$ cat config.mk
export PLATFORM = sky130hd
export DESIGN_NAME = tfe_top
export DESIGN_NICKNAME = d
export VERILOG_FILES = /design/src/rtl/tfe_top.v /design/src/rtl/tfe_flag.v
export VERILOG_INCLUDE_DIRS = /design/src /design/src/rtl
export SDC_FILE = /design/constraint.sdc
export NUM_CORES = 1
export LEC_CHECK = 0
export BUFFER_PORTS_ARGS = -buffer_cell sky130_fd_sc_hd__buf_4
export CORE_ASPECT_RATIO = 1.25
export CORE_MARGIN = 2
export CORE_UTILIZATION = 40
export CTS_CLUSTER_DIAMETER = 100
export DETAILED_ROUTE_END_ITERATION = 7
export PLACE_DENSITY_LB_ADDON = 0.05
export SLEW_MARGIN = 0
export SYNTH_ARGS = -nofsm -noshare
export SYNTH_HDL_FRONTEND = slang
export SYNTH_SLANG_ARGS = --single-unit
$ cat constraint.sdc
create_clock -name ref_clk_i -period 5.86 [get_ports ref_clk_i]
set_clock_uncertainty 0.1 [all_clocks]
set_input_delay 0.586 -clock ref_clk_i [delete_from_list [all_inputs] [get_ports ref_clk_i]]
set_output_delay 0.586 -clock ref_clk_i [all_outputs]
set_load 0.05 [all_outputs]
$ cat src/rtl/tfe_regs.vh
// Register map, field layout and constants of the timer flag/event block.
// Assumes a plain register port with 8-bit address and 16-bit data.
`ifndef TFE_REGS_VH
`define TFE_REGS_VH

`define TFE_NCH          2
`define TFE_AW           8
`define TFE_DW           16

// Register offsets
`define TFE_OFF_CTRL     8'h00
`define TFE_OFF_MOD      8'h04
`define TFE_OFF_CH0CFG   8'h08
`define TFE_OFF_CH1CFG   8'h0C
`define TFE_OFF_CH0VAL   8'h10
`define TFE_OFF_CH1VAL   8'h14
`define TFE_OFF_STAT     8'h18
`define TFE_OFF_IRQST    8'h1C
`define TFE_OFF_IRQMSK   8'h20
`define TFE_OFF_COUNT    8'h24

// Control register fields
`define TFE_CTRL_RUN     0
`define TFE_CTRL_CPM     1
`define TFE_CTRL_WIE     2

// Channel config fields
`define TFE_CFG_MODE_LO  0
`define TFE_CFG_MODE_HI  1
`define TFE_CFG_ELS_LO   2
`define TFE_CFG_ELS_HI   3
`define TFE_CFG_CIE      4

// Channel modes
`define TFE_MODE_CAPT    2'h0
`define TFE_MODE_CMP     2'h1
`define TFE_MODE_PWM     2'h2

// Edge select codes
`define TFE_ELS_OFF      2'h0
`define TFE_ELS_RISE     2'h1
`define TFE_ELS_FALL     2'h2
`define TFE_ELS_ANY      2'h3

// Status layout: bit 0 wrap flag, bits 1.. channel flags
`define TFE_ST_WRAP      0
`define TFE_ST_CH0       1
`define TFE_ST_W         3

// Counter values
`define TFE_CNT_ZERO     16'h0000
`define TFE_CNT_ONE      16'h0001
`define TFE_CNT_FULL     16'hFFFF
`define TFE_ZERO16       16'h0000

`endif

$ cat src/rtl/tfe_top.v
// Flag and event logic of a 16-bit timer/PWM unit with its own counter.
// Assumes a synchronous register port; read data valid one cycle after read.
`default_nettype none
`include "tfe_regs.vh"

module tfe_top (
   // Clock and reset
   input  wire                    ref_clk_i,
   input  wire                    rst_i,
   // Register port
   input  wire [`TFE_AW-1:0]      addr_i,
   input  wire [`TFE_DW-1:0]      wdata_i,
   input  wire                    wr_i,
   input  wire                    rd_i,
   output reg  [`TFE_DW-1:0]      rdata_o,
   // Capture inputs
   input  wire [`TFE_NCH-1:0]     cap_i,
   // Interrupts
   output reg                     irq_o,
   output reg                     evt_irq_o
);

   reg  [`TFE_DW-1:0]   ctrl_reg;
   reg  [`TFE_DW-1:0]   mod_reg;
   reg  [`TFE_DW-1:0]   cfg_reg [0:`TFE_NCH-1];
   reg  [`TFE_DW-1:0]   val_reg [0:`TFE_NCH-1];
   reg  [`TFE_ST_W-1:0] irqst_reg;
   reg  [`TFE_ST_W-1:0] irqmsk_reg;
   reg  [`TFE_DW-1:0]   cnt_reg;
   reg  [`TFE_DW-1:0]   cnt_next;
   reg                  down_reg;
   reg                  down_next;
   reg                  wrap_evt;
   reg  [`TFE_NCH-1:0]  cap_d_reg;
   wire [`TFE_ST_W-1:0] flags;
   wire [`TFE_ST_W-1:0] evt;
   wire [`TFE_ST_W-1:0] enables;

   wire run   = ctrl_reg[`TFE_CTRL_RUN];
   wire cpm   = ctrl_reg[`TFE_CTRL_CPM];
   wire rd_st = rd_i && (addr_i == `TFE_OFF_STAT);
   wire wr_st = wr_i && (addr_i == `TFE_OFF_STAT);

   // Counter step and wrap detection
   always @* begin
      cnt_next  = cnt_reg;
      down_next = down_reg;
      wrap_evt  = 1'b0;
      if (run) begin
         if (cpm) begin
            if (!down_reg && cnt_reg == mod_reg && mod_reg != `TFE_CNT_ZERO) begin
               // Reversal at the top ends the period
               down_next = 1'b1;
               wrap_evt  = 1'b1;
               cnt_next  = cnt_reg - `TFE_CNT_ONE;
            end else if (down_reg && cnt_reg == `TFE_CNT_ZERO) begin
               down_next = 1'b0;
               cnt_next  = cnt_reg + `TFE_CNT_ONE;
            end else if (down_reg) begin
               cnt_next  = cnt_reg - `TFE_CNT_ONE;
            end else begin
               cnt_next  = cnt_reg + `TFE_CNT_ONE;
            end
         end else begin
            down_next = 1'b0;
            if (mod_reg != `TFE_CNT_ZERO && cnt_reg == mod_reg) begin
               cnt_next = `TFE_CNT_ZERO;
               wrap_evt = 1'b1;
            end else if (cnt_reg == `TFE_CNT_FULL) begin
               cnt_next = `TFE_CNT_ZERO;
               wrap_evt = 1'b1;
            end else begin
               cnt_next = cnt_reg + `TFE_CNT_ONE;
            end
         end
      end
   end

   always @(posedge ref_clk_i or posedge rst_i) begin
      if (rst_i) begin
         cnt_reg  <= `TFE_ZERO16;
         down_reg <= 1'b0;
      end else begin
         cnt_reg  <= cnt_next;
         down_reg <= down_next;
      end
   end

   assign evt[`TFE_ST_WRAP]     = wrap_evt;
   assign enables[`TFE_ST_WRAP] = ctrl_reg[`TFE_CTRL_WIE];

   // Per-channel event detection and flags
   genvar g;
   generate
      for (g = 0; g < `TFE_NCH; g = g + 1) begin : gen_ch
         wire [1:0] mode = cfg_reg[g][`TFE_CFG_MODE_HI:`TFE_CFG_MODE_LO];
         wire [1:0] els  = cfg_reg[g][`TFE_CFG_ELS_HI:`TFE_CFG_ELS_LO];
         wire rise  = cap_i[g] && !cap_d_reg[g];
         wire fall  = !cap_i[g] && cap_d_reg[g];
         wire match = run && (cnt_reg == val_reg[g]);
         reg  hit;
         always @* begin
            hit = 1'b0;
            if (mode == `TFE_MODE_CAPT) begin
               // Edge select picks the trigger
               if (els == `TFE_ELS_RISE)
                  hit = rise;
               else if (els == `TFE_ELS_FALL)
                  hit = fall;
               else if (els == `TFE_ELS_ANY)
                  hit = rise || fall;
            end else begin
               // Compare, edge PWM and centered PWM all flag on every match;
               // in centered mode the counter passes values between zero and the limit twice
               hit = match;
            end
         end
         assign evt[`TFE_ST_CH0+g]     = hit;
         assign enables[`TFE_ST_CH0+g] = cfg_reg[g][`TFE_CFG_CIE];
      end
   endgenerate

   // Separate flag storage, cleared bit by bit
   generate
      for (g = 0; g < `TFE_ST_W; g = g + 1) begin : gen_flag
         tfe_flag u_flag (
            .ref_clk_i (ref_clk_i),
            .rst_i     (rst_i),
            .set_i     (evt[g]),
            .rd_i      (rd_st),
            .wr0_i     (wr_st && !wdata_i[g]),
            .flag_o    (flags[g])
         );
      end
   endgenerate

   // Register writes, sticky event status and interrupt outputs
   integer i;
   always @(posedge ref_clk_i or posedge rst_i) begin
      if (rst_i) begin
         ctrl_reg   <= `TFE_ZERO16;
         mod_reg    <= `TFE_ZERO16;
         irqst_reg  <= {`TFE_ST_W{1'b0}};
         irqmsk_reg <= {`TFE_ST_W{1'b0}};
         cap_d_reg  <= {`TFE_NCH{1'b0}};
         irq_o      <= 1'b0;
         evt_irq_o  <= 1'b0;
         rdata_o    <= `TFE_ZERO16;
         for (i = 0; i < `TFE_NCH; i = i + 1) begin
            cfg_reg[i] <= `TFE_ZERO16;
            val_reg[i] <= `TFE_ZERO16;
         end
      end else begin
         cap_d_reg <= cap_i;
         if (wr_i) begin
            if (addr_i == `TFE_OFF_CTRL)
               ctrl_reg <= wdata_i;
            else if (addr_i == `TFE_OFF_MOD)
               mod_reg <= wdata_i;
            else if (addr_i == `TFE_OFF_CH0CFG)
               cfg_reg[0] <= wdata_i;
            else if (addr_i == `TFE_OFF_CH1CFG)
               cfg_reg[1] <= wdata_i;
            else if (addr_i == `TFE_OFF_CH0VAL)
               val_reg[0] <= wdata_i;
            else if (addr_i == `TFE_OFF_CH1VAL)
               val_reg[1] <= wdata_i;
            else if (addr_i == `TFE_OFF_IRQMSK)
               irqmsk_reg <= wdata_i[`TFE_ST_W-1:0];
         end
         // Read clears, but a same-cycle event still wins
         if (rd_i && addr_i == `TFE_OFF_IRQST)
            irqst_reg <= evt;
         else
            irqst_reg <= irqst_reg | evt;
         // Level request while an enabled flag is set
         irq_o     <= |(flags & enables);
         evt_irq_o <= |(irqst_reg & irqmsk_reg);
         rdata_o   <= `TFE_ZERO16;
         if (rd_i) begin
            if (addr_i == `TFE_OFF_CTRL)
               rdata_o <= ctrl_reg;
            else if (addr_i == `TFE_OFF_MOD)
               rdata_o <= mod_reg;
            else if (addr_i == `TFE_OFF_CH0CFG)
               rdata_o <= cfg_reg[0];
            else if (addr_i == `TFE_OFF_CH1CFG)
               rdata_o <= cfg_reg[1];
            else if (addr_i == `TFE_OFF_CH0VAL)
               rdata_o <= val_reg[0];
            else if (addr_i == `TFE_OFF_CH1VAL)
               rdata_o <= val_reg[1];
            else if (addr_i == `TFE_OFF_STAT)
               rdata_o <= {{(`TFE_DW-`TFE_ST_W){1'b0}}, flags};
            else if (addr_i == `TFE_OFF_IRQST)
               rdata_o <= {{(`TFE_DW-`TFE_ST_W){1'b0}}, irqst_reg};
            else if (addr_i == `TFE_OFF_IRQMSK)
               rdata_o <= {{(`TFE_DW-`TFE_ST_W){1'b0}}, irqmsk_reg};
            else if (addr_i == `TFE_OFF_COUNT)
               rdata_o <= cnt_reg;
         end
      end
   end

endmodule

`default_nettype wire

$ cat src/rtl/tfe_flag.v
// One event flag with a read-then-write-zero clear handshake.
// Assumes read and write strobes are one cycle and never coincide.
`default_nettype none

module tfe_flag (
   // Clock and reset
   input  wire ref_clk_i,
   input  wire rst_i,
   // Event and software access
   input  wire set_i,
   input  wire rd_i,
   input  wire wr0_i,
   // State
   output reg  flag_o
);

   reg armed_reg;

   always @(posedge ref_clk_i or posedge rst_i) begin
      if (rst_i) begin
         flag_o    <= 1'b0;
         armed_reg <= 1'b0;
      end else begin
         if (set_i) begin
            // A new event restarts the sequence so it is never lost
            flag_o    <= 1'b1;
            armed_reg <= 1'b0;
         end else if (wr0_i && armed_reg) begin
            flag_o    <= 1'b0;
            armed_reg <= 1'b0;
         end else if (rd_i && flag_o) begin
            armed_reg <= 1'b1;
         end
      end
   end

endmodule

`default_nettype wire

==> results.md, run 1 <==
* Status: complete, no violations
* Worst-path clk slew at approximately 0.060 ns
* Syn Inst Count at ~700
* Worst-path fanout max at 16
* P&R area growth vs syn at 13.12%
* Delay-heaviest family, CP: simple AND/OR/NAND/NOR gates
* Cell depth of the worst setup path at 5
* FF-to-FF Start: cnt_reg[6]$_DFFE_PP0P_
* Post-CTS Resized at 0
* DRT antenna net count at 0
* Cts bufs inserted at 17
* Rel. slew slack at 0.3221
* Min-Delay Startpoint: cap_i[1]
* Average wire per standard cell at approximately 22 um
* Most frequent cells after synthesis: dfrtp_1 (145), mux2_2 (98), xnor2_1 (37), nor2_1 (35), clkbuf_1 (33)
* Worst r2r dst: cnt_reg[7]$_DFFE_PP0P_
* Total GRT Usage at 0.2175
* DRC viols at 0
* Final Hold Fails at 0
* Total wire length at roughly 21000 um
* Clock sink count at 145
* Period utilization at 0.5647
* Minimum clock period at ~3.3 ns
* Post-synth EDFFs at 0
* Starting Density at 0.4094
* Largest net degree at the start of global routing at 91
* Final-report setup violation count at 0
* Ports at 48
* Vias in the first global route at 5849
* Crit end category: flop
* Worst VDD drop at 0.0001850 V
* Max Transition Viols Final at 0
* Register area share after synthesis at 0.4720
* MaxCap Viol Count at 0
* Site row count at 56
* Initial antenna violation count at 0
* # H-tree levels at 4
* Clk Latency, worst-skew pair at roughly 0.42 ns
* Slack of the worst reg-to-reg path at between 2 and 3 ns
* Top_reg_cell synth: dfrtp_1
* Asr flop ratio synth at 1.000
* Initial DRT Pass Iterations at 7
* Crit path cell chain: buf_4 -> nor4_1 -> and3_1 -> nand3_1 -> mux2_2
* DR vias at 5627
* Share of the synthesized area in the top cell type at 0.4720
* Critical Path Slowest Stage Cell: nand3_1
* Layout cells sized above 1 at 0.2667
* Setup CP Type: in -> reg
* Max stage delay on crit path at around 0.90 ns
* Synth unique cells at 61
* Critical Path Start Type: input port
* Fillers at about 1800
* Req. time, crit path at 6.06 ns
* CP bufs+invs at 1
* Arr. time, crit path at 3.51 ns
* CTS root buf: clkbuf_16
* Post-CTS Setup Bufs at 0
* RePlAce Congestion at approximately 0.85
* Total negative slack at 0 ns
* Vias per cell at approximately 6
* Die Area at roughly 20000 sq um
* Hold Crit Depth at 1
* Mapped cell area at roughly 7700 sq um
* HP Class: in -> reg
* Cts hold-fix bufs at 0
* RSZ-0062 raised after global routing: no
* Core Footprint at 18780 sq um
* Mean Syn Cell Area at 11.21 sq um
* Hold path endpoint: cap_d_reg[1]$_DFF_PP0_
* Yosys reg bits at between 100 and 150
* Largest area contributor in the netlist: dfrtp_1
* Hold WS at between 0.15 and 0.2 ns
* CTS tree: done
* Total congestion overflow at 0
* DP HPWL at ~15000 um
* PortBufs at 47
* Nets at 745
* Clock Tree Buf Depth at 2
* Worst setup path start: addr_i[5]
* Most frequent cell after synthesis: dfrtp_1
* Chip width at 128.0 um
* Die Y at 159.0 um
* Pwr dens at 272.5 nW/um^2
* DR iter-0 viols at 517
* Fmax at around 300 MHz
* Ant. Diodes at 0
* Area contributors post-synth: dfrtp_1 (47%), mux2_2 (14%), xnor2_1 (4.2%)
* First-pass GRT wire length at 33960 um
* Syn Nets at between 700 and 800
* Lkg Pwr at slightly below 4 nW
* Worst reg2reg path depth at 6
* Actual slew at the worst max-slew pin at 1.014 ns
* Syn. warnings at 0
metal layers:
| layer | GRT usage | share of wire | vias up |
|---|---|---|---|
| li1 | - | - | 2585 |
| met1 | 0.2844 | 0.43 | 2856 |
| met2 | 0.3634 | 0.51 | 154 |
| met3 | 0.03931 | 0.041 | 32 |
| met4 | 0.07343 | 0.023 | 0 |
| met5 | 0 | 0 | - |
final cells by class:
| cell class | count | area, sq um | area share |
|---|---|---|---|
| Multi-Input combinational cell | 473 | 3770 | 0.4335 |
| Clock inverter | 10 | 77.57 | 0.008921 |
| Timing Repair Buffer | 50 | 375.4 | 0.04317 |
| Sequential cell | 145 | 3628 | 0.4173 |
| Tap cell | 232 | 290.3 | 0.03338 |
| Clock buffer | 21 | 470.5 | 0.05410 |
| Inverter | 21 | 83.83 | 0.009640 |
power by group:
group          switching (W)  internal [W]
clock               0.000433      0.000577
sequential         0.0000729       0.00105
combinational       0.000132      0.000108
total               0.000638       0.00173
placed cells by master (no fill, tap or decap), types with 3 or more instances in the layout:
master / instances
dfrtp_1: 145
mux2_2: 98
buf_4: 50
xnor2_1: 37
nor2_1: 35
nand2_1: 28
mux2i_1: 28
inv_1: 20
o21ai_0: 18
xor2_1: 18
clkbuf_16: 17
a222oi_1: 16
a21boi_0: 16
nand3_1: 15
nor3_1: 15
nand4_1: 15
a221oi_1: 14
nor4_1: 13
and3_1: 10
a21oi_1: 10
and2_1: 9
o31ai_1: 8
ha_1: 7
inv_6: 5
or3_1: 5
clkinvlp_4: 5
a21o_1: 4
o221ai_1: 4
a32oi_1: 3
o2111ai_1: 3
and4_1: 3
clkbuf_8: 3
worst max path at each step:
stage | to | slack [ns]
3_3_place_gp | mod_reg[12]$_DFFE_PP0P_ | 2.22
5_1_grt | val_reg[24]$_DFFE_PP0P_ | 2.32
3_5_place_dp | mod_reg[4]$_DFFE_PP0P_ | 2.11
2_1_floorplan | cap_d_reg[0]$_DFF_PP0_ | 1.28
6_report | mod_reg[12]$_DFFE_PP0P_ | 2.55
4_1_cts | mod_reg[12]$_DFFE_PP0P_ | 2.53
stage by stage:
step,power (W),cells,cell area (sq um),util,setup slack [ns]
2_1_floorplan,0.001281,686,7687,-,1.279
3_3_place_gp,0.001369,921,8148,0.4339,2.222
3_5_place_dp,0.001380,921,8148,0.4339,2.115
4_1_cts,0.002395,952,8696,0.4631,2.532
5_1_grt,0.002473,952,8696,0.4631,2.318
6_report,0.002370,952,8696,0.4631,2.551
worst reg2reg max path, cell delays in order, from the launching register on:
cell and delay (ns):
dfrtp_1 0.57, xor2_1 0.23, nor4_1 0.56, nand2_1 0.24, or4b_2 0.74, a211oi_2 0.53
nor2_1 0.11
cell families after synthesis:
kind of cell	synth area share
and+or+nand+nor	0.1190
AOI/OAI and AO/OA	0.1174
adders and majority gates	0.01139
buffers and inverters	0.03760
muxes	0.1800
DFF	0.4720
xor gates and xnor gates	0.06266
Power figures use the tool's default switching activity.
==> inputs of run 2 (changes only) <==
--- a/config.mk
+++ b/config.mk
@@ -6,6 +6,7 @@
 export SDC_FILE = /design/constraint.sdc
 export NUM_CORES = 1
 export LEC_CHECK = 0
+export ABC_AREA = 1
 export BUFFER_PORTS_ARGS = -buffer_cell sky130_fd_sc_hd__buf_4
 export CORE_ASPECT_RATIO = 1.25
 export CORE_MARGIN = 2
==> constraint.sdc (replaced) <==
create_clock -name ref_clk_i -period 3.3 [get_ports ref_clk_i]
set_clock_uncertainty 0.1 [all_clocks]
set_input_delay 0.33 -clock ref_clk_i [delete_from_list [all_inputs] [get_ports ref_clk_i]]
set_output_delay 0.33 -clock ref_clk_i [all_outputs]
set_load 0.05 [all_outputs]
==> results.md, run 2 <==
* First-pass GRT wire length at 40320 um (+19%)
* Delay-heaviest family, CP: simple AND/OR/NAND/NOR gates
* Max Transition Viols Final at 0 (unchanged)
* Nets at 1161 (+56%)
* Synth unique cells at 43 (-30%)
* Layout cells sized above 1 at 0.1214 (-0.1453)
* Largest area contributor in the netlist: dfrtp_1
* PortBufs at 47 (unchanged)
* Share of the synthesized area in the top cell type at 0.4417 (-0.03027)
* Crit path cell chain: inv_1 -> nand2_1 -> nand2_1 -> nand2_1 -> nor2_1 -> nand3_2 -> nor2_4 -> nand2_2 -> nand2_4 -> nand2_4 -> nand2_1 -> nand3_1 -> nand2_1
* Worst r2r dst: cnt_reg[13]$_DFFE_PP0P_
* CP dominant cell by count: nand2_1
* Rel. slew slack at 0.3773 (+0.05527)
* Clock sink count at 145 (unchanged)
* Total GRT Usage at 0.2401 (+0.02259)
* Fmax at roughly 450 MHz
* Most frequent cell after synthesis: nand2_1
* DP HPWL at 18370 um (+23%)
* Setup CP Type: reg -> reg
* Site row count at 58 (+3.6%)
* Mean Syn Cell Area at 7.550 sq um (-33%)
* Clk Latency, worst-skew pair at 0.44 ns (+0.02 ns)
* Total congestion overflow at 0 (unchanged)
* Register area share after synthesis at 0.4417 (-0.03027)
* Worst VDD drop at 0.0003722 V (+100%)
* Worst-path clk slew at 0.08 ns (+0.02 ns)
* Worst-path fanout max at 14 (-2)
* Asr flop ratio synth at 1.000 (unchanged)
* DR iter-0 viols at 383 (-26%)
* RSZ-0062 raised after global routing: no
* Pwr dens at 529.1 nW/um^2 (+94%)
* Commonest non-fill, non-tap cell in the layout: nand2_1
* Vias in the first global route at 7136 (+22%)
* Worst reg2reg path depth at 13 (+7)
* Syn Nets at 1125 (+56%)
* Arr. time, crit path at 2.50 ns (-1.01 ns)
* CTS tree: done
* Syn Inst Count at 1088 (+59%)
* Total wire length at 25070 um (+19%)
* Ports at 48 (unchanged)
* Die Area at 21700 sq um (+6.7%)
* Total negative slack at 0 ns (unchanged)
* Critical Path Start Type: flop
* HP Class: in -> reg
* Initial antenna violation count at 1 (+1)
* Mapped cell area at 8214 sq um (+6.9%)
* Chip width at 132.2 um (+3.3%)
* Final Core Density at 0.4683 (+0.005232)
* Initial DRT Pass Iterations at 5 (-2)
* Largest net degree at the start of global routing at 57 (-37%)
* Area contributors post-synth: dfrtp_1 (44%), nand2_1 (14%), o21ai_0 (9.1%)
* Req. time, crit path at 3.57 ns (-2.49 ns)
* Slack of the worst reg-to-reg path at 1.07 ns (-1.58 ns)
* Minimum clock period at about 2.2 ns
* RePlAce Congestion at 0.8503 (-0.41%)
* Min-Delay Startpoint: wdata_i[8]
* CP bufs+invs at 1 (unchanged)
* Cell depth of the worst setup path at 13 (+8)
* Core Footprint at 20100 sq um (+7.0%)
* MaxCap Viol Count at 0 (unchanged)
* Most frequent cells in the layout: nand2_1 (303), o21ai_0 (149), dfrtp_1 (145)
* Average wire per standard cell at 17.80 um (-20%)
* Hold path endpoint: ctrl_reg[8]$_DFFE_PP0P_
* Syn. warnings at 0 (unchanged)
* Period utilization at 0.6761
* Post-synth EDFFs at 0 (unchanged)
* FF-to-FF Start: cnt_reg[12]$_DFFE_PP0P_
* Starting Density at 0.4086 (-0.0007547)
* Status: complete, no violations
* Yosys reg bits at 145 (unchanged)
* DR vias at 7443 (+32%)
* # H-tree levels at 4 (unchanged)
* Final Hold Fails at 0 (unchanged)
* Critical Path Slowest Stage Cell: dfrtp_1
* Crit end category: flop
* Vias per cell at 5.286 (-11%)
* Most frequent cells after synthesis: nand2_1 (303), o21ai_0 (149), dfrtp_1 (145), inv_1 (76), nand3_1 (74)
* Lkg Pwr at 4.479 nW (+13%)
* Top_reg_cell synth: dfrtp_1
* Hold Crit Depth at 3 (+2)
* Final-report setup violation count at 0 (unchanged)
* Die Y at 164.2 um (+3.3%)
* DRT antenna net count at 0 (unchanged)
* Max stage delay on crit path at 0.54 ns (-0.36 ns)
* Cts bufs inserted at 17 (unchanged)
* P&R area growth vs syn at 14.61%
* Clock Tree Buf Depth at 2 (unchanged)
* Actual slew at the worst max-slew pin at 0.9317 ns (-0.08231 ns)
* CTS root buf: clkbuf_16
* DRC viols at 0 (unchanged)
[run 2: cell types whose count changed after synthesis, moves of 18 or more]
cell     change
nor2_1      +37
mux2i_1     -28
mux2_2      -98
xnor2_1     -18
o21ai_0    +131
inv_1       +55
nand3_1     +59
a21oi_1     +43
nand2_1    +275
[run 2: logic make-up after synthesis]
kind of cell	Yosys count	share of synthesized area
compound gates	232	0.1479
buf+inv	139	0.07723
flops	145	0.4417
simple gates	519	0.2734
fa+ha+maj	7	0.01066
xor+xnor	46	0.04905
[run 2: how the worst max path moves through the flow]
stage | end | start | slack (ns)
floorplan | cap_d_reg[0]$_DFF_PP0_ | rst_i | 1.05
global placement | cnt_reg[13]$_DFFE_PP0P_ | cnt_reg[0]$_DFFE_PP0P_ | 1.03
detailed placement | val_reg[19]$_DFFE_PP0P_ | addr_i[1] | 0.98
CTS | cnt_reg[13]$_DFFE_PP0P_ | cnt_reg[0]$_DFFE_PP0P_ | 1.04
global route | cnt_reg[13]$_DFFE_PP0P_ | cnt_reg[12]$_DFFE_PP0P_ | 0.86
finish | cnt_reg[13]$_DFFE_PP0P_ | cnt_reg[12]$_DFFE_PP0P_ | 1.07
[run 2: timing repair]
item | in CTS | in global routing
setup buffers | 0 | 0
hold endpoints to repair | 16 | 0
gates resized for setup | 0 | 0
hold buffers | 3 | 0
[run 2: worst min-delay path: cells and delay by family]
family,cells,cell delay [ns]
AO/OA/AOI/OAI,1,0.16
buffers and inverters,2,0.15
[run 2: per-stage QoR]
step	instances	hold WS [ns]	setup slack [ns]	instance area, sq um	total power (W)
after detailed placement	1372	0.2941	0.9808	8768	0.003003
after global placement	1372	0.2916	1.029	8768	0.003001
after CTS	1407	0.1475	1.037	9412	0.005019
after global routing	1407	0.1729	0.8644	9412	0.005227
final	1408	0.1461	1.069	9414	0.004981
after floorplan	1088	0.2614	1.051	8218	0.002740
[run 2: cell type report]
cell class,instances,area (sq um)
Inverter,86,335.3
Sequential cell,145,3628
Clock buffer,17,425.4
Timing Repair Buffer,70,545.5
Tap cell,270,337.8
Fill cell,2085,10690
Clock inverter,15,187.7
Antenna cell,1,2.502
Multi-Input combinational cell,804,3951
[run 2: power breakdown]
part / leakage, nW / internal [W] / total (W) / switching [W]
Sequential: 1.96 / 0.00188 / 0.00205 / 0.000173
Combinational: 2.22 / 0.000333 / 0.000920 / 0.000587
Clock: 0.299 / 0.00109 / 0.00201 / 0.000919
[run 2: routing by layer]
metal,wire length (um),GRT usage,vias up,part of all wire
met5,0,0,-,0
met4,364,0.07136,0,0.015
met3,1480,0.04938,29,0.059
met2,11960,0.3909,214,0.48
met1,11260,0.3247,3551,0.45
li1,-,-,3649,-
==> inputs of run 3 (changes only) <==
--- a/config.mk
+++ b/config.mk
@@ -6,7 +6,7 @@
 export SDC_FILE = /design/constraint.sdc
 export NUM_CORES = 1
 export LEC_CHECK = 0
-export ABC_AREA = 1
+export ABC_AREA = 0
 export BUFFER_PORTS_ARGS = -buffer_cell sky130_fd_sc_hd__buf_4
 export CORE_ASPECT_RATIO = 1.25
 export CORE_MARGIN = 2
==> constraint.sdc (replaced) <==
create_clock -name ref_clk_i -period 1.8 [get_ports ref_clk_i]
set_clock_uncertainty 0.1 [all_clocks]
set_input_delay 0.18 -clock ref_clk_i [delete_from_list [all_inputs] [get_ports ref_clk_i]]
set_output_delay 0.18 -clock ref_clk_i [all_outputs]
set_load 0.05 [all_outputs]
==> results.md, run 3 (synthesis gave the netlist of run 1 again) <==
* Final-report setup violation count at 27 (+27)
* RSZ-0062 raised after global routing: yes
* Cts bufs inserted at 17 (unchanged)
* Initial DRT Pass Iterations at 5 (unchanged)
* DR vias at 6482 (-13%)
* Worst-path fanout max at 3 (-11)
* Worst-path clk slew at 0.07 ns (about the same)
* Clock Tree Buf Depth at 2 (unchanged)
* Req. time, crit path at 2.02 ns (-1.55 ns)
* Total wire length at 25010 um (-0.23%)
* # H-tree levels at 4 (unchanged)
* HP Class: in -> reg
* Core Footprint at 18780 sq um (-6.6%)
* DRT antenna net count at 0 (unchanged)
* Status: finished, violations left
* Layout cells sized above 1 at 0.4824 (+0.3610)
* Commonest non-fill, non-tap cell in the layout: buf_4
* Die Area at 20350 sq um (-6.2%)
* Worst VDD drop at 0.0007152 V (+92%)
* Rel. slew slack at 0.5479 (+0.1706)
* Period utilization at 1.502 (+0.8261)
* Final Hold Fails at 0 (unchanged)
* Site row count at 56 (-3.4%)
* Most frequent cells in the layout: buf_4 (186), dfrtp_1 (139), mux2_2 (67)
* DRC viols at 0 (unchanged)
* Max Transition Viols Final at 0 (unchanged)
* PortBufs at 47 (unchanged)
* DP HPWL at 18210 um (-0.85%)
* Pwr dens at 768.4 nW/um^2 (+45%)
* Nets at 934 (-20%)
* Ant. Diodes at 0 (-1)
* First-pass GRT wire length at 39340 um (-2.4%)
* Critical Path Start Type: flop
* CTS root buf: clkbuf_16
* Average wire per standard cell at 21.90 um (+23%)
* Lkg Pwr at 5.107 nW (+14%)
* Chip width at 128.0 um (-3.2%)
* Vias in the first global route at 6815 (-4.5%)
* Starting Density at 0.4094 (+0.0007547)
* Arr. time, crit path at 2.92 ns (+0.42 ns)
* CTS tree: done
* Fmax at 369.8 MHz (-17%)
* RePlAce Congestion at 0.8653 (+1.8%)
* MaxCap Viol Count at 0 (unchanged)
* Actual slew at the worst max-slew pin at 0.6767 ns (-0.2550 ns)
* Initial antenna violation count at 0 (-1)
* Setup CP Type: reg -> reg
* Minimum clock period at 2.704 ns (+0.4728 ns)
* Largest net degree at the start of global routing at 38 (-33%)
* Violated checks: negative setup slack
* Clock sink count at 145 (unchanged)
* Worst setup margin at -0.9040 ns (-1.973 ns)
* Setup WS pre-CTS at -0.8423 ns (-1.823 ns)
* Ports at 48 (unchanged)
* Total GRT Usage at 0.2538 (+0.01368)
* Vias per cell at 5.676 (+7.4%)
* Die Y at 159.0 um (-3.2%)
* P&R area growth vs syn at 44.51%
* Clk Latency, worst-skew pair at 0.43 ns (about the same)
* Crit end category: flop
* Total congestion overflow at 0 (unchanged)
* Final Core Density at 0.5916 (+0.1233)
* DR iter-0 viols at 379 (-1.0%)
==> run 3: routing by layer <==
layer | GRT usage | routed length (um) | vias to the layer above
met5 | 0 | 0 | -
met4 | 0.07642 | 542 | 0
met3 | 0.03931 | 717 | 37
met2 | 0.4232 | 12660 | 147
met1 | 0.3407 | 11090 | 3325
li1 | - | - | 2973
==> run 3: final timing paths <==
| path | startpoint | end | slack (ns) | cells past startpoint |
|---|---|---|---|---|
| max | cnt_reg[11]$_DFFE_PP0P_ | cnt_reg[15]$_DFFE_PP0P_ | -0.90 | 8 |
| min | wdata_i[0] | gen_flag[0].u_flag.flag_o$_DFFE_PP0N_ | 0.007 | 3 |
| max reg2reg | cnt_reg[11]$_DFFE_PP0P_ | cnt_reg[15]$_DFFE_PP0P_ | -0.90 | 8 |
| min reg2reg | ctrl_reg[8]$_DFFE_PP0P_ | ctrl_reg[8]$_DFFE_PP0P_ | 0.41 | 1 |
| max in group asynchronous | rst_i | cnt_reg[11]$_DFFE_PP0P_ | 0.67 | 4 |
| min in group asynchronous | rst_i | gen_flag[1].u_flag.flag_o$_DFFE_PP0N_ | 0.31 | 3 |
==> run 3: per-stage QoR <==
stage	instance area [sq um]	total power, W	TNS (ns)	cells	hold slack (ns)
after floorplan	8075	0.004242	-63.23	686	0.1114
after global placement	9781	0.004806	-45.31	1078	0.2107
after detailed placement	9781	0.004832	-46.65	1078	0.2131
after CTS	10830	0.008532	-16.82	1137	0.01147
after global routing	11110	0.008867	-19.19	1142	0.01907
final	11110	0.008536	-16.73	1142	0.006987
==> run 3: area by class of cell <==
class,count,area (sq um)
multi-input cells,473,4410
clock inverters,15,162.7
clock buffers,17,425.4
inverters,21,82.58
fillers,1614,7669
flip-flops and latches,145,3636
repair buffers,239,2102
well taps,232,290.3
==> run 3: critical path, stage by stage, from the launching register on <==
cell and delay (ns):
dfrtp_1 0.38, or4_4 0.55, or4_4 0.53, o211ai_4 0.21, o21a_1 0.20, buf_6 0.13
mux2i_4 0.21, xor2_1 0.21, nor2_1 0.07
==> run 3: power by group <==
| part | internal (W) | switching [W] |
|---|---|---|
| Combinational | 0.000697 | 0.000718 |
| Sequential | 0.00341 | 0.000143 |
| Clock | 0.00187 | 0.00170 |
==> run 3: what timing repair did <==
item | CTS | global route
hold buffers | 18 | 0
setup buffers | 9 | 10
setup endpoints to repair | 28 | 30
pin swaps | 23 | 26
hold endpoints to repair | 107 | 0
resized for setup | 46 | 56
